==> src/include/cdm_pkg.sv <==
// cdm_pkg: shared constants and carriers for the capacitive detect block
// assumes a 250 MHz core clock and an Avalon-MM register master
package cdm_pkg;
  // -------------------------------------------------------------------
  // register map (word byte addresses)
  // -------------------------------------------------------------------
  localparam logic [5:0] CDM_ADDR_CFG = 6'h00;
  localparam logic [5:0] CDM_ADDR_LEVELS = 6'h04;
  localparam logic [5:0] CDM_ADDR_CMD = 6'h08;
  localparam logic [5:0] CDM_ADDR_SAMPLE = 6'h0c;
  localparam logic [5:0] CDM_ADDR_STATUS = 6'h10;
  localparam logic [5:0] CDM_ADDR_STORED = 6'h14;
  localparam logic [5:0] CDM_ADDR_REF = 6'h18;
  // cfg field positions
  localparam int CDM_CFG_HB = 0;
  localparam int CDM_CFG_SD = 1;
  localparam int CDM_CFG_DM = 2;
  localparam int CDM_CFG_BG = 3;
  localparam int CDM_CFG_POL = 4;
  localparam int CDM_CFG_SC_LO = 8;
  // levels field positions
  localparam int CDM_LVL_HYS_LO = 8;
  // cmd bits
  localparam int CDM_CMD_CAL = 0;
  localparam int CDM_CMD_MODTO = 1;
  localparam int CDM_CMD_DRIFT = 2;
  localparam int CDM_CMD_DRIFT_DN = 3;
  // reset values
  localparam logic [7:0] CDM_THR_RST = 8'h06;
  localparam logic [7:0] CDM_HYS_RST = 8'h02;
  // float time before each burst while the float is allowed
  localparam int CDM_FLOAT_NS = 15000;
  localparam int CDM_CLK_NS = 4;
  localparam int CDM_FLOAT_CYC = CDM_FLOAT_NS / CDM_CLK_NS;
  localparam logic [31:0] CDM_UNMAPPED = 32'hdeadbeef;

  typedef enum logic [1:0]
  {
    CDM_IDLE = 2'b00,
    CDM_FLOAT = 2'b01,
    CDM_EVAL = 2'b10
  } cdm_phase_e;

  typedef struct packed
  {
    logic health_pulse_enable; // 1 keeps the pre-burst float
    logic sense_direction; // 0 positive, 1 negative
    logic detect_mode_select; // 0 background, 1 learned threshold
    logic background_mode; // 0 volatile, 1 stored
    logic active_high; // output polarity
    logic [7:0] sleep_cycle_count;
    logic [7:0] detect_level;
    logic [7:0] release_margin;
  } cdm_cfg_s;

  typedef struct packed
  {
    logic [5:0] address;
    logic read;
    logic write;
    logic [31:0] writedata;
  } cdm_av_req_s;

  typedef struct packed
  {
    logic [31:0] readdata;
    logic waitrequest;
  } cdm_av_rsp_s;

  // nonvolatile store request towards the setup memory
  typedef struct packed
  {
    logic strobe;
    logic [15:0] value;
  } cdm_nv_s;
endpackage : cdm_pkg

==> src/design/cdm_detect.sv <==
// cdm_detect: detection and calibration control for one sense channel
// assumes signal samples arrive once per burst, synchronous to core_clk,
// and an external nonvolatile store that accepts one-cycle write strobes
//
// What this block does
// - health float about 15 us before burst
// - health indicator enabled after reset
// - disable float only when sleep count zero
// - signal grows with burst length
// - sense direction selects load rise or fall
// - positive: activate past threshold, release past margin
// - negative: activate past threshold, release past margin
// - mode select: background or learned; volatile/stored
// - background levels offset from captured reference
// - direction picks side of reference for levels
// - output polarity independent of direction
// - volatile: calibrate at powerup or pin, calibration never stored
// - volatile: timeout and drift run normally
// - stored: pin calibration stores; powerup reloads
// - stored: drift adjusts reference, never stored
// - stored: timeout recalibration stores reference
// - stored reference loadable as number
// - learned: calibration stores present signal
// - learned: margin placed per direction
// - learned: no reference, drift, timeout; fixed
// - learned threshold loadable as number
// - detect at threshold reached, end below margin
// - zero margin releases at threshold
//
// The register addresses and the Avalon-MM slave port were chosen for this implementation.
`default_nettype none
module cdm_detect
  import cdm_pkg::*;
#(
  parameter int SIG_W = 16,
  parameter int FLOAT_CYC = CDM_FLOAT_CYC
)
(
  // clock and reset
  input wire logic core_clk,
  input wire logic nrst,
  // register bus
  input wire cdm_pkg::cdm_av_req_s av_req,
  output cdm_pkg::cdm_av_rsp_s av_rsp,
  // burst acquisition
  input wire logic burst_pending,
  input wire logic sample_valid,
  input wire logic [SIG_W-1:0] sample_value,
  output logic burst_go,
  // calibrate pin, synchronous, active low
  input wire logic calibrate_clear_n,
  // nonvolatile store
  input wire logic [SIG_W-1:0] nv_stored_value,
  output cdm_pkg::cdm_nv_s nv_wr,
  // detection output pin
  output logic out_o,
  output logic out_oe
);
  import cdm_pkg::*;

  // refuse widths and float lengths the counter and checks cannot serve
  if (SIG_W != 16 || FLOAT_CYC < 8 || FLOAT_CYC > 4096)
  begin : g_bad_param
    $error("cdm_detect: unsupported parameters");
  end

  // -------------------------------------------------------------------
  // state
  // -------------------------------------------------------------------
  typedef struct packed
  {
    cdm_cfg_s cfg;
    cdm_phase_e phase;
    logic [11:0] float_cnt;
    logic [15:0] ref_level; // background reference or learned threshold
    logic [15:0] last_sample;
    logic detect;
    logic boot; // powerup action pending
    logic cal_req;
    logic cal_store;
    logic cal_pin_q;
    cdm_nv_s nv;
    cdm_av_rsp_s rsp;
    logic out;
    logic oe;
    logic go;
  } cdm_state_s;

  cdm_state_s st_reg;
  cdm_state_s st_next;

  logic [16:0] thr_lvl;
  logic [16:0] rel_lvl;
  logic hit;
  logic release_ok;
  logic float_allowed;
  logic [15:0] samp;

  // -------------------------------------------------------------------
  // level computation
  // -------------------------------------------------------------------
  // levels carry one extra bit so upward offsets cannot wrap; offsets below zero still wrap
  always_comb
  begin
    samp = sample_value;
    thr_lvl = {1'b0, st_reg.ref_level};
    rel_lvl = {1'b0, st_reg.ref_level};
    if (!st_reg.cfg.detect_mode_select)
    begin
      // background: levels offset from reference
      if (!st_reg.cfg.sense_direction)
      begin
        // load rise lowers signal, so levels sit below
        thr_lvl = {1'b0, st_reg.ref_level} - 17'(st_reg.cfg.detect_level);
        rel_lvl = thr_lvl + 17'(st_reg.cfg.release_margin);
      end
      else
      begin
        thr_lvl = {1'b0, st_reg.ref_level} + 17'(st_reg.cfg.detect_level);
        rel_lvl = thr_lvl - 17'(st_reg.cfg.release_margin);
      end
    end
    else if (!st_reg.cfg.sense_direction)
      rel_lvl = thr_lvl + 17'(st_reg.cfg.release_margin);
    else
      rel_lvl = thr_lvl - 17'(st_reg.cfg.release_margin);
    // positive: smaller signal means more load; negative: larger signal means more load
    if (!st_reg.cfg.sense_direction)
    begin
      hit = {1'b0, samp} <= thr_lvl;
      release_ok = {1'b0, samp} > rel_lvl;
    end
    else
    begin
      hit = {1'b0, samp} >= thr_lvl;
      release_ok = {1'b0, samp} < rel_lvl;
    end
  end

  // float may be suppressed only with no sleep cycles
  assign float_allowed = st_reg.cfg.health_pulse_enable
    || (st_reg.cfg.sleep_cycle_count != 8'h00);

  // -------------------------------------------------------------------
  // next state
  // -------------------------------------------------------------------
  always_comb
  begin
    logic cal_new; // calibration requested in this cycle
    cal_new = 1'b0;
    st_next = st_reg;
    st_next.nv.strobe = 1'b0;
    st_next.go = 1'b0;
    st_next.rsp.waitrequest = 1'b1;
    st_next.rsp.readdata = '0;
    st_next.cal_pin_q = calibrate_clear_n;
    // first burst after reset: stored modes reload, volatile recalibrates;
    // waiting for it lets the setup be written before the mode is read
    if (st_reg.boot && burst_pending)
    begin
      st_next.boot = 1'b0;
      if (!st_reg.cfg.detect_mode_select && st_reg.cfg.background_mode)
        st_next.ref_level = nv_stored_value;
      else if (st_reg.cfg.detect_mode_select)
        st_next.ref_level = nv_stored_value;
      else
        st_next.cal_req = 1'b1;
    end
    // falling edge of the pin requests a calibration
    if (st_reg.cal_pin_q && !calibrate_clear_n)
    begin
      cal_new = 1'b1;
      st_next.cal_req = 1'b1;
      st_next.cal_store = st_reg.cfg.detect_mode_select
        || st_reg.cfg.background_mode;
    end
    // register bus, one wait cycle then answer
    if ((av_req.read || av_req.write) && st_reg.rsp.waitrequest)
    begin
      st_next.rsp.waitrequest = 1'b0;
      if (av_req.write)
      begin
        unique case (av_req.address)
          CDM_ADDR_CFG:
          begin
            st_next.cfg.health_pulse_enable =
              !av_req.writedata[CDM_CFG_HB];
            st_next.cfg.sense_direction = av_req.writedata[CDM_CFG_SD];
            st_next.cfg.detect_mode_select = av_req.writedata[CDM_CFG_DM];
            st_next.cfg.background_mode = av_req.writedata[CDM_CFG_BG];
            st_next.cfg.active_high = av_req.writedata[CDM_CFG_POL];
            st_next.cfg.sleep_cycle_count =
              av_req.writedata[CDM_CFG_SC_LO +: 8];
          end
          CDM_ADDR_LEVELS:
          begin
            st_next.cfg.detect_level = av_req.writedata[7:0];
            st_next.cfg.release_margin =
              av_req.writedata[CDM_LVL_HYS_LO +: 8];
          end
          CDM_ADDR_CMD:
          begin
            if (av_req.writedata[CDM_CMD_CAL])
            begin
              cal_new = 1'b1;
              st_next.cal_req = 1'b1;
              st_next.cal_store = st_reg.cfg.detect_mode_select
                || st_reg.cfg.background_mode;
            end
            // timeout recalibration, background modes only
            if (av_req.writedata[CDM_CMD_MODTO]
                && !st_reg.cfg.detect_mode_select)
            begin
              cal_new = 1'b1;
              st_next.cal_req = 1'b1;
              st_next.cal_store = st_reg.cfg.background_mode;
            end
            // drift step on the reference, never stored
            if (av_req.writedata[CDM_CMD_DRIFT]
                && !st_reg.cfg.detect_mode_select)
              st_next.ref_level = av_req.writedata[CDM_CMD_DRIFT_DN]
                ? st_reg.ref_level - 16'h0001
                : st_reg.ref_level + 16'h0001;
          end
          CDM_ADDR_REF:
          begin
            // numeric load of reference or learned threshold
            st_next.ref_level = av_req.writedata[15:0];
            st_next.nv.value = av_req.writedata[15:0];
            st_next.nv.strobe = 1'b1;
          end
          default:
          begin
          end
        endcase
      end
      else
      begin
        unique case (av_req.address)
          CDM_ADDR_CFG:
            st_next.rsp.readdata = {16'h0000,
              st_reg.cfg.sleep_cycle_count, 3'b000,
              st_reg.cfg.active_high, st_reg.cfg.background_mode,
              st_reg.cfg.detect_mode_select, st_reg.cfg.sense_direction,
              !st_reg.cfg.health_pulse_enable};
          CDM_ADDR_LEVELS:
            st_next.rsp.readdata = {16'h0000,
              st_reg.cfg.release_margin, st_reg.cfg.detect_level};
          CDM_ADDR_CMD:
            st_next.rsp.readdata = '0;
          CDM_ADDR_SAMPLE:
            st_next.rsp.readdata = {16'h0000, st_reg.last_sample};
          CDM_ADDR_STATUS:
            st_next.rsp.readdata = {29'h0, st_reg.cal_req,
              float_allowed, st_reg.detect};
          CDM_ADDR_STORED:
            st_next.rsp.readdata = {16'h0000, nv_stored_value};
          CDM_ADDR_REF:
            st_next.rsp.readdata = {16'h0000, st_reg.ref_level};
          default:
            st_next.rsp.readdata = CDM_UNMAPPED;
        endcase
      end
    end
    // burst sequencing with the pre-burst float
    unique case (st_reg.phase)
      CDM_IDLE:
        if (burst_pending)
        begin
          if (float_allowed)
          begin
            st_next.phase = CDM_FLOAT;
            st_next.float_cnt = 12'(FLOAT_CYC - 1);
            st_next.oe = 1'b0;
          end
          else
          begin
            st_next.phase = CDM_EVAL;
            st_next.go = 1'b1;
          end
        end
      CDM_FLOAT:
        if (st_reg.float_cnt == 12'h000)
        begin
          st_next.oe = 1'b1;
          st_next.go = 1'b1;
          st_next.phase = CDM_EVAL;
        end
        else
          st_next.float_cnt = st_reg.float_cnt - 12'h001;
      CDM_EVAL:
        if (sample_valid)
        begin
          st_next.phase = CDM_IDLE;
          st_next.last_sample = samp;
          if (st_reg.cal_req)
          begin
            // capture ends any detection
            // a request in this very cycle stays pending
            if (!cal_new)
            begin
              st_next.cal_req = 1'b0;
              st_next.cal_store = 1'b0;
            end
            st_next.ref_level = samp;
            st_next.detect = 1'b0;
            st_next.nv.strobe = st_reg.cal_store;
            st_next.nv.value = samp;
          end
          else if (!st_reg.detect && hit)
            st_next.detect = 1'b1;
          else if (st_reg.detect && release_ok)
            st_next.detect = 1'b0;
        end
      default:
        st_next.phase = CDM_IDLE;
    endcase
    st_next.out = st_next.detect ~^ st_next.cfg.active_high;
  end

  // -------------------------------------------------------------------
  // state register
  // -------------------------------------------------------------------
  always_ff @(posedge core_clk or negedge nrst)
  begin
    if (!nrst)
    begin
      st_reg <= '0;
      st_reg.cfg.health_pulse_enable <= 1'b1;
      st_reg.cfg.detect_level <= CDM_THR_RST;
      st_reg.cfg.release_margin <= CDM_HYS_RST;
      st_reg.phase <= CDM_IDLE;
      st_reg.boot <= 1'b1;
      st_reg.cal_pin_q <= 1'b1;
      st_reg.rsp.waitrequest <= 1'b1;
      st_reg.out <= 1'b1; // inactive, active low by default
      st_reg.oe <= 1'b1;
    end
    else
      st_reg <= st_next;
  end

  assign av_rsp = st_reg.rsp;
  assign nv_wr = st_reg.nv;
  assign out_o = st_reg.out;
  assign out_oe = st_reg.oe;
  assign burst_go = st_reg.go;
endmodule : cdm_detect
`default_nettype wire

==> config.mk <==
export PLATFORM = sky130hd
export DESIGN_NAME = cdm_detect
export DESIGN_NICKNAME = d
export VERILOG_FILES = /design/src/include/cdm_pkg.sv /design/src/design/cdm_detect.sv
export SDC_FILE = /design/constraint.sdc
export NUM_CORES = 1
export LEC_CHECK = 0
export BUFFER_PORTS_ARGS = -buffer_cell sky130_fd_sc_hd__buf_2
export CAP_MARGIN = 5
export CORE_MARGIN = 1.5
export CORE_UTILIZATION = 32
export DETAILED_ROUTE_END_ITERATION = 16
export HOLD_SLACK_MARGIN = 0.15
export SYNTH_ARGS = -nofsm -noshare
export SYNTH_HDL_FRONTEND = slang
export SYNTH_SLANG_ARGS = --single-unit
export TNS_END_PERCENT = 50
==> constraint.sdc <==
create_clock -name core_clk -period 6.4 [get_ports core_clk]
set_clock_uncertainty 0.1 [all_clocks]
set_input_delay 0.64 -clock core_clk [delete_from_list [all_inputs] [get_ports core_clk]]
set_output_delay 0.64 -clock core_clk [all_outputs]
set_load 0.05 [all_outputs]
==> results of run 1 <==
==> logic make-up (layout without fill, tap and decap cells) <==
| logic type | after synthesis | after routing | share of synthesized area |
|---|---|---|---|
| buffers and inverters | 158 | 209 | 0.0733 |
| other | 1 | 5 | 0.000345 |
| adder cells (fa/ha/maj) | 104 | 104 | 0.124 |
| AND/OR/NAND/NOR | 411 | 411 | 0.179 |
| multiplexers | 77 | 77 | 0.0759 |
| XOR/XNOR | 86 | 86 | 0.0693 |
| flip-flops | 118 | 118 | 0.273 |
| AO/OA/AOI/OAI | 349 | 349 | 0.206 |
==> how the worst max path moves through the flow <==
| stage | startpoint | to | slack, ps | cells past startpoint |
|---|---|---|---|---|
| final | st_reg[74] | out_o | 330 | 29 |
| after floorplan | st_reg[74] | out_o | 1150 | 27 |
| after detailed placement | st_reg[74] | out_o | 230 | 27 |
| after global placement | st_reg[74] | out_o | 320 | 29 |
| after CTS | st_reg[74] | out_o | 200 | 27 |
| after global routing | st_reg[113] | out_o | -9 | 27 |
==> through the flow <==
stage / total power [µW] / util / setup WS [ps]
after global routing: 5970 / 0.365 / -9.42
after detailed placement: 4400 / 0.344 / 233
after CTS: 5490 / 0.363 / 197
after global placement: 4340 / 0.344 / 319
after floorplan: 3680 / - / 1150
final: 5550 / 0.365 / 328
==> where the power goes <==
| part | internal, µW | switching [µW] | total (µW) |
|---|---|---|---|
| clock | 710 | 352 | 1060 |
| combinational | 1310 | 1950 | 3270 |
| sequential | 962 | 265 | 1230 |
| total | 2980 | 2570 | 5550 |
==> per-layer routing <==
layer	global-route usage	share of wire	vias up
met4	0.0617	0.027	0
met1	0.284	0.46	4849
li1	-	-	4708
met5	0	0	-
met3	0.0310	0.067	56
met2	0.321	0.45	383
==> final cells by class <==
| cell class | count | area, µm² | area share |
|---|---|---|---|
| flip-flops and latches | 118 | 2970 | 0.243 |
| well taps | 448 | 561 | 0.0458 |
| repair buffers | 128 | 693 | 0.0567 |
| inverters | 49 | 184 | 0.0150 |
| multi-input cells | 1032 | 7180 | 0.587 |
| clock inverters | 9 | 174 | 0.0142 |
| clock buffers | 23 | 468 | 0.0383 |
==> cell usage after synthesis (all sizes together) (9+ instances only) <==
cell type / count / area [µm²]
nand3: 15 / 75.1
o21a: 17 / 128
or3: 15 / 98.8
nor3: 34 / 175
a22oi: 9 / 67.6
nor2: 125 / 469
a21oi: 97 / 485
inv: 48 / 180
nand2b: 18 / 113
nor2b: 16 / 100
mux2: 44 / 495
and2: 10 / 62.6
nand4: 9 / 56.3
and3: 10 / 62.6
a211oi: 13 / 103
dfstp: 9 / 236
a221oi: 16 / 140
or2: 11 / 68.8
a21o: 20 / 150
dfrtp: 109 / 2730
ha: 98 / 1230
buf: 64 / 444
o21ai: 81 / 405
xor2: 27 / 236
mux2i: 33 / 330
clkbuf: 45 / 169
nand2: 121 / 454
a31oi: 32 / 200
xnor2: 59 / 517
==> timing repair <==
| action | 4_1_cts | 5_1_grt |
|---|---|---|
| endpoints found under the setup margin | 0 | 2 |
| gates resized for setup | 0 | 10 |
| setup buffers | 0 | 0 |
==> critical path, delay by kind of cell, from the launching register on <==
family	cells	cell delay (ps)
buffers and inverters	1	70
DFF	1	410
AOI/OAI and AO/OA	9	1610
xor gates and xnor gates	3	550
adders and majority gates	4	1200
and+or+nand+nor	12	2040
==> summary.md, run 1 <==
| Metric | Value |
|---|---|
| Setup tns final | `0 ps` |
| First-pass GRT wire length | `55200 µm` |
| Drt first pass iters | `6` |
| Worst-Skew Late Latency | `430 ps` |
| Largest net degree at the start of global routing | `63` |
| Total Wirelength | `36100 µm` |
| Crit path DAT | `6320 ps` |
| HPWL after DPL | `27500 µm` |
| Setup crit end kind | `flip-flop` |
| Clock slew at reported path FFs | `60 ps` |
| Mean post-synth cell area | `8.34 µm²` |
| Crit start category | `flip-flop` |
| Status | `finished, final reports clean` |
| Worst r2r path cells | `29` |
| Sequential element share of the synthesized area | `0.273` |
| Max-slew violations | `0` |
| Tot GR Track Use | `0.203` |
| Worst flop-to-flop path endpoint | `out_o` |
| Layout area overhead | `12.5%` |
| Hold slack | `172 ps` |
| Crit path kind | `flip-flop to flip-flop` |
| Relative slew margins | `0.207` |
| Final Non-Filler Cells | `1807` |
| Distinct cells, synth | `79` |
| TritonCTS clock tree | `built` |
| Commonest cells after routing, fill and taps aside | `124 x nor2_1, 121 x nand2_1, 107 x dfrtp_1, 107 x buf_2, 98 x ha_1` |
| Critical path's largest stage delay | `430 ps` |
| Fin area | `12200 µm²` |
| Maximum Capacitance Violations | `0` |
| Cell count after placement | `1775` |
| FF+latch count, synth | `118` |
| Synth Cell Area | `10900 µm²` |
| CP most frequent cell | `nor2_1` |
| VDD IR max | `229 µV` |
| Initial DRC count | `997` |
| Hold Vio Cnt, Final | `0` |
| Clk root buf | `clkbuf_16` |
| Layout cells sized above 1 | `0.178` |
| Num Clock Sinks | `118` |
| Placed cell area | `11500 µm²` |
| Num CTS Buffers | `17` |
| Fin crit share | `0.949` |
| Remaining DRCs | `0` |
| ANT nets after route | `0` |
| Num rows | `67` |
| Worst-path maximum fanout | `5` |
| Final antenna diode count | `0` |
| CP required | `6650 ps` |
| Minimum clock period | `6070 ps` |
| DIE HEIGHT | `187 µm` |
| Type of the most critical hold path | `primary input to async pin` |
| Clk buf depth | `2` |
| Max Fclk | `165 MHz` |
| H-tree depth | `4` |
| PD cells | `454 nW/µm²` |
| Final nets | `1527` |
| Max reg flops | `80` |
| DR WL/cell | `20.0 µm` |
| Filler cells | `3509` |
| Ys flop type | `dfrtp_1` |
| Vias | `9996` |
| Slew at the pin closest to its max-slew limit | `1190 ps` |
| Grt ovf | `0` |
| Synthesis warning total | `0` |
| Vias in the first global route | `9518` |
| Number of flops mapped to enable cells by yosys | `0` |
| Setup-failing EPs final | `0` |
| Count of boundary I/O pins | `130` |
| Die area | `35100 µm²` |
| Post-Syn Instances | `1304` |
| Reg2Reg Setup Slack | `330 ps` |
| Core Box Area | `33500 µm²` |
| CP max-delay cell | `fa_1` |
| Worst reg2reg startpoint | `st_reg[74]` |
| Antenna violations before repair | `0` |
| # hold bufs at CTS | `0` |
| Initial Util | `0.324` |
| Commonest non-fill, non-tap cell in the layout | `nor2_1` |
| IO Port Bufs | `108` |
| Async S/R FF share, synth | `1.00` |
| Leakage dissipation | `0.00546 µW` |
| Final RePlAce weighted congestion | `0.898` |
| Die width | `187 µm` |
| Vias per inst | `5.53` |
No activity file was read; power rests on OpenSTA's default activity.
==> inputs of run 2 (changes only) <==
==> constraint.sdc (replaced) <==
create_clock -name core_clk -period 6.25 [get_ports core_clk]
set_clock_uncertainty 0.1 [all_clocks]
set_input_delay 0.625 -clock core_clk [delete_from_list [all_inputs] [get_ports core_clk]]
set_output_delay 0.625 -clock core_clk [all_outputs]
set_load 0.05 [all_outputs]
==> summary.md, run 2 (synthesis results as in run 1) <==
| Metric | Value |
|---|---|
| Clk buf depth | `2 (unchanged)` |
| HPWL after DPL | `27400 µm (was 27500 µm)` |
| First-pass GRT wire length | `54700 µm (was 55200 µm)` |
| Setup ws final | `310 ps (was 328 ps)` |
| Placement Setup Slack | `16.5 ps (was 233 ps)` |
| # hold bufs at CTS | `0 (unchanged)` |
| Total Wirelength | `35700 µm (was 36100 µm)` |
| Clock slew at reported path FFs | `60 ps (about the same)` |
| Num rows | `67 (unchanged)` |
| Final antenna diode count | `0 (unchanged)` |
| Drt first pass iters | `5 (was 6)` |
| Vias per inst | `5.50 (was 5.53)` |
| Die area | `35100 µm² (unchanged)` |
| Tot GR Track Use | `0.200 (was 0.203)` |
| Fin crit share | `0.950 (was 0.949)` |
| Relative slew margins | `0.258 (was 0.207)` |
| Core Box Area | `33500 µm² (unchanged)` |
| IO Port Bufs | `108 (unchanged)` |
| Num CTS Buffers | `17 (unchanged)` |
| Clk root buf | `clkbuf_16 (unchanged)` |
| Layout cells sized above 1 | `0.188 (was 0.178)` |
| Status | `finished, final reports clean (unchanged)` |
| Reg2Reg Setup Slack | `310 ps (was 330 ps)` |
| Worst-path maximum fanout | `5 (unchanged)` |
| Vias | `9964 (was 9996)` |
| Commonest cells after routing, fill and taps aside | `124 x nor2_1, 121 x nand2_1, 107 x buf_2, 106 x dfrtp_1, 96 x ha_1 (was 124 x nor2_1, 121 x nand2_1, 107 x dfrtp_1, 107 x buf_2, 98 x ha_1)` |
| DIE HEIGHT | `187 µm (unchanged)` |
| Max Fclk | `168 MHz (was 165 MHz)` |
| Type of the most critical hold path | `primary input to async pin (unchanged)` |
| Leakage dissipation | `0.00544 µW (was 0.00546 µW)` |
| CP max-delay cell | `dfrtp_2 (was fa_1)` |
| Initial Util | `0.324 (unchanged)` |
| Setup-failing EPs final | `0 (unchanged)` |
| Critical path's largest stage delay | `410 ps (was 430 ps)` |
| Unrepaired setup endpoints after global routing | `false` |
| Die width | `187 µm (unchanged)` |
| Setup crit end kind | `flip-flop (unchanged)` |
| Minimum clock period | `5940 ps (was 6070 ps)` |
| Vias in the first global route | `9443 (was 9518)` |
| Largest net degree at the start of global routing | `68 (was 63)` |
| Multi-input gate area | `7200 µm² (was 7180 µm²)` |
| Crit path DAT | `6180 ps (was 6320 ps)` |
| Hold Vio Cnt, Final | `0 (unchanged)` |
| Grt ovf | `0 (unchanged)` |
| Final Core Density | `0.365 (about the same)` |
| Register area | `2970 µm² (about the same)` |
| Remaining DRCs | `0 (unchanged)` |
| Crit path kind | `flip-flop to flip-flop (unchanged)` |
| Count of boundary I/O pins | `130 (unchanged)` |
| Maximum Capacitance Violations | `0 (unchanged)` |
| Final nets | `1532 (was 1527)` |
| H-tree depth | `4 (unchanged)` |
| Antenna violations before repair | `0 (unchanged)` |
| Commonest non-fill, non-tap cell in the layout | `nor2_1 (unchanged)` |
| CP required | `6490 ps (was 6650 ps)` |
| ANT nets after route | `0 (unchanged)` |
| Slew at the pin closest to its max-slew limit | `1110 ps (was 1190 ps)` |
| Final RePlAce weighted congestion | `0.925 (was 0.898)` |
| Filler cells | `3470 (was 3509)` |
| DR WL/cell | `19.7 µm (was 20.0 µm)` |
| Setup tns final | `0 ps (unchanged)` |
| Crit start category | `flip-flop (unchanged)` |
| TritonCTS clock tree | `built (unchanged)` |
| Num Clock Sinks | `118 (unchanged)` |
| VDD IR max | `244 µV (was 229 µV)` |
| Max-slew violations | `0 (unchanged)` |
| PD cells | `459 nW/µm² (was 454 nW/µm²)` |
| CP most frequent cell | `nor2_1 (unchanged)` |
| Worst-Skew Late Latency | `420 ps (was 430 ps)` |
| Layout area overhead | `12.5% (about the same)` |
| Initial DRC count | `987 (was 997)` |
| Max reg flops | `80 (unchanged)` |
==> run 2: changes by cell type in the layout (fill, tap and decap cells not counted), sizes merged <==
| cell | change |
|---|---|
| clkinvlp | +4 |
| bufinv | -3 |
| inv | +4 |
| clkbuf | -4 |
| clkinv | -1 |
| buf | +5 |
==> run 2: area by class of cell <==
| class | count | area share |
|---|---|---|
| clock buffers | 19 | 0.0362 |
| clock inverters | 13 | 0.0121 |
| inverters | 49 | 0.0150 |
| multi-input cells | 1032 | 0.589 |
| flip-flops and latches | 118 | 0.243 |
| well taps | 448 | 0.0458 |
| repair buffers | 133 | 0.0597 |
==> run 2: per-layer routing <==
metal | vias to the layer above | GRT usage | share of wire
li1 | 4727 | - | -
met1 | 4782 | 0.282 | 0.46
met2 | 390 | 0.319 | 0.45
met3 | 65 | 0.0280 | 0.064
met4 | 0 | 0.0580 | 0.024
met5 | - | 0 | 0
==> run 2: power by group <==
group          switching, µW  total (µW)  internal, µW
clock network            386         988           602
logic                   1990        3360          1370
registers                278        1260           985
==> run 2: through the flow <==
| step | area, µm² | std cells | hold slack, ps | total power (µW) |
|---|---|---|---|---|
| 3_5_place_dp | 11600 | 1777 | 368 | 4510 |
| 2_1_floorplan | 10900 | 1308 | 229 | 3770 |
| 3_3_place_gp | 11600 | 1777 | 376 | 4450 |
| 4_1_cts | 12200 | 1809 | 166 | 5520 |
| 6_report | 12200 | 1812 | 138 | 5610 |
| 5_1_grt | 12200 | 1812 | 206 | 6030 |
==> run 2: timing repair <==
action,CTS,global route
setup buffers,0,3
endpoints found under the setup margin,1,2
gates resized for setup,1,15
hold endpoints to repair,0,0
pin swaps,0,6
==> run 2: critical path: cells and delay by family (launching register included) <==
kind	cells	cell delay, ps
XOR/XNOR	3	470
AO/OA/AOI/OAI	9	1620
flip-flops	1	410
adder cells (fa/ha/maj)	4	1280
buffers and inverters	1	70
AND/OR/NAND/NOR	12	1910
==> run 2: final timing paths <==
kind | startpoint | to | cells past startpoint
setup reg to reg | st_reg[74] | out_o | 29
hold reg to reg | st_reg[58] | st_reg[58] | 2
setup / recovery | st_reg[74] | out_o | 29
max in group asynchronous | nrst | st_reg[74] | 2
hold / removal | nrst | st_reg[84] | 1
min in group core_clk | calibrate_clear_n | st_reg[53] | 1
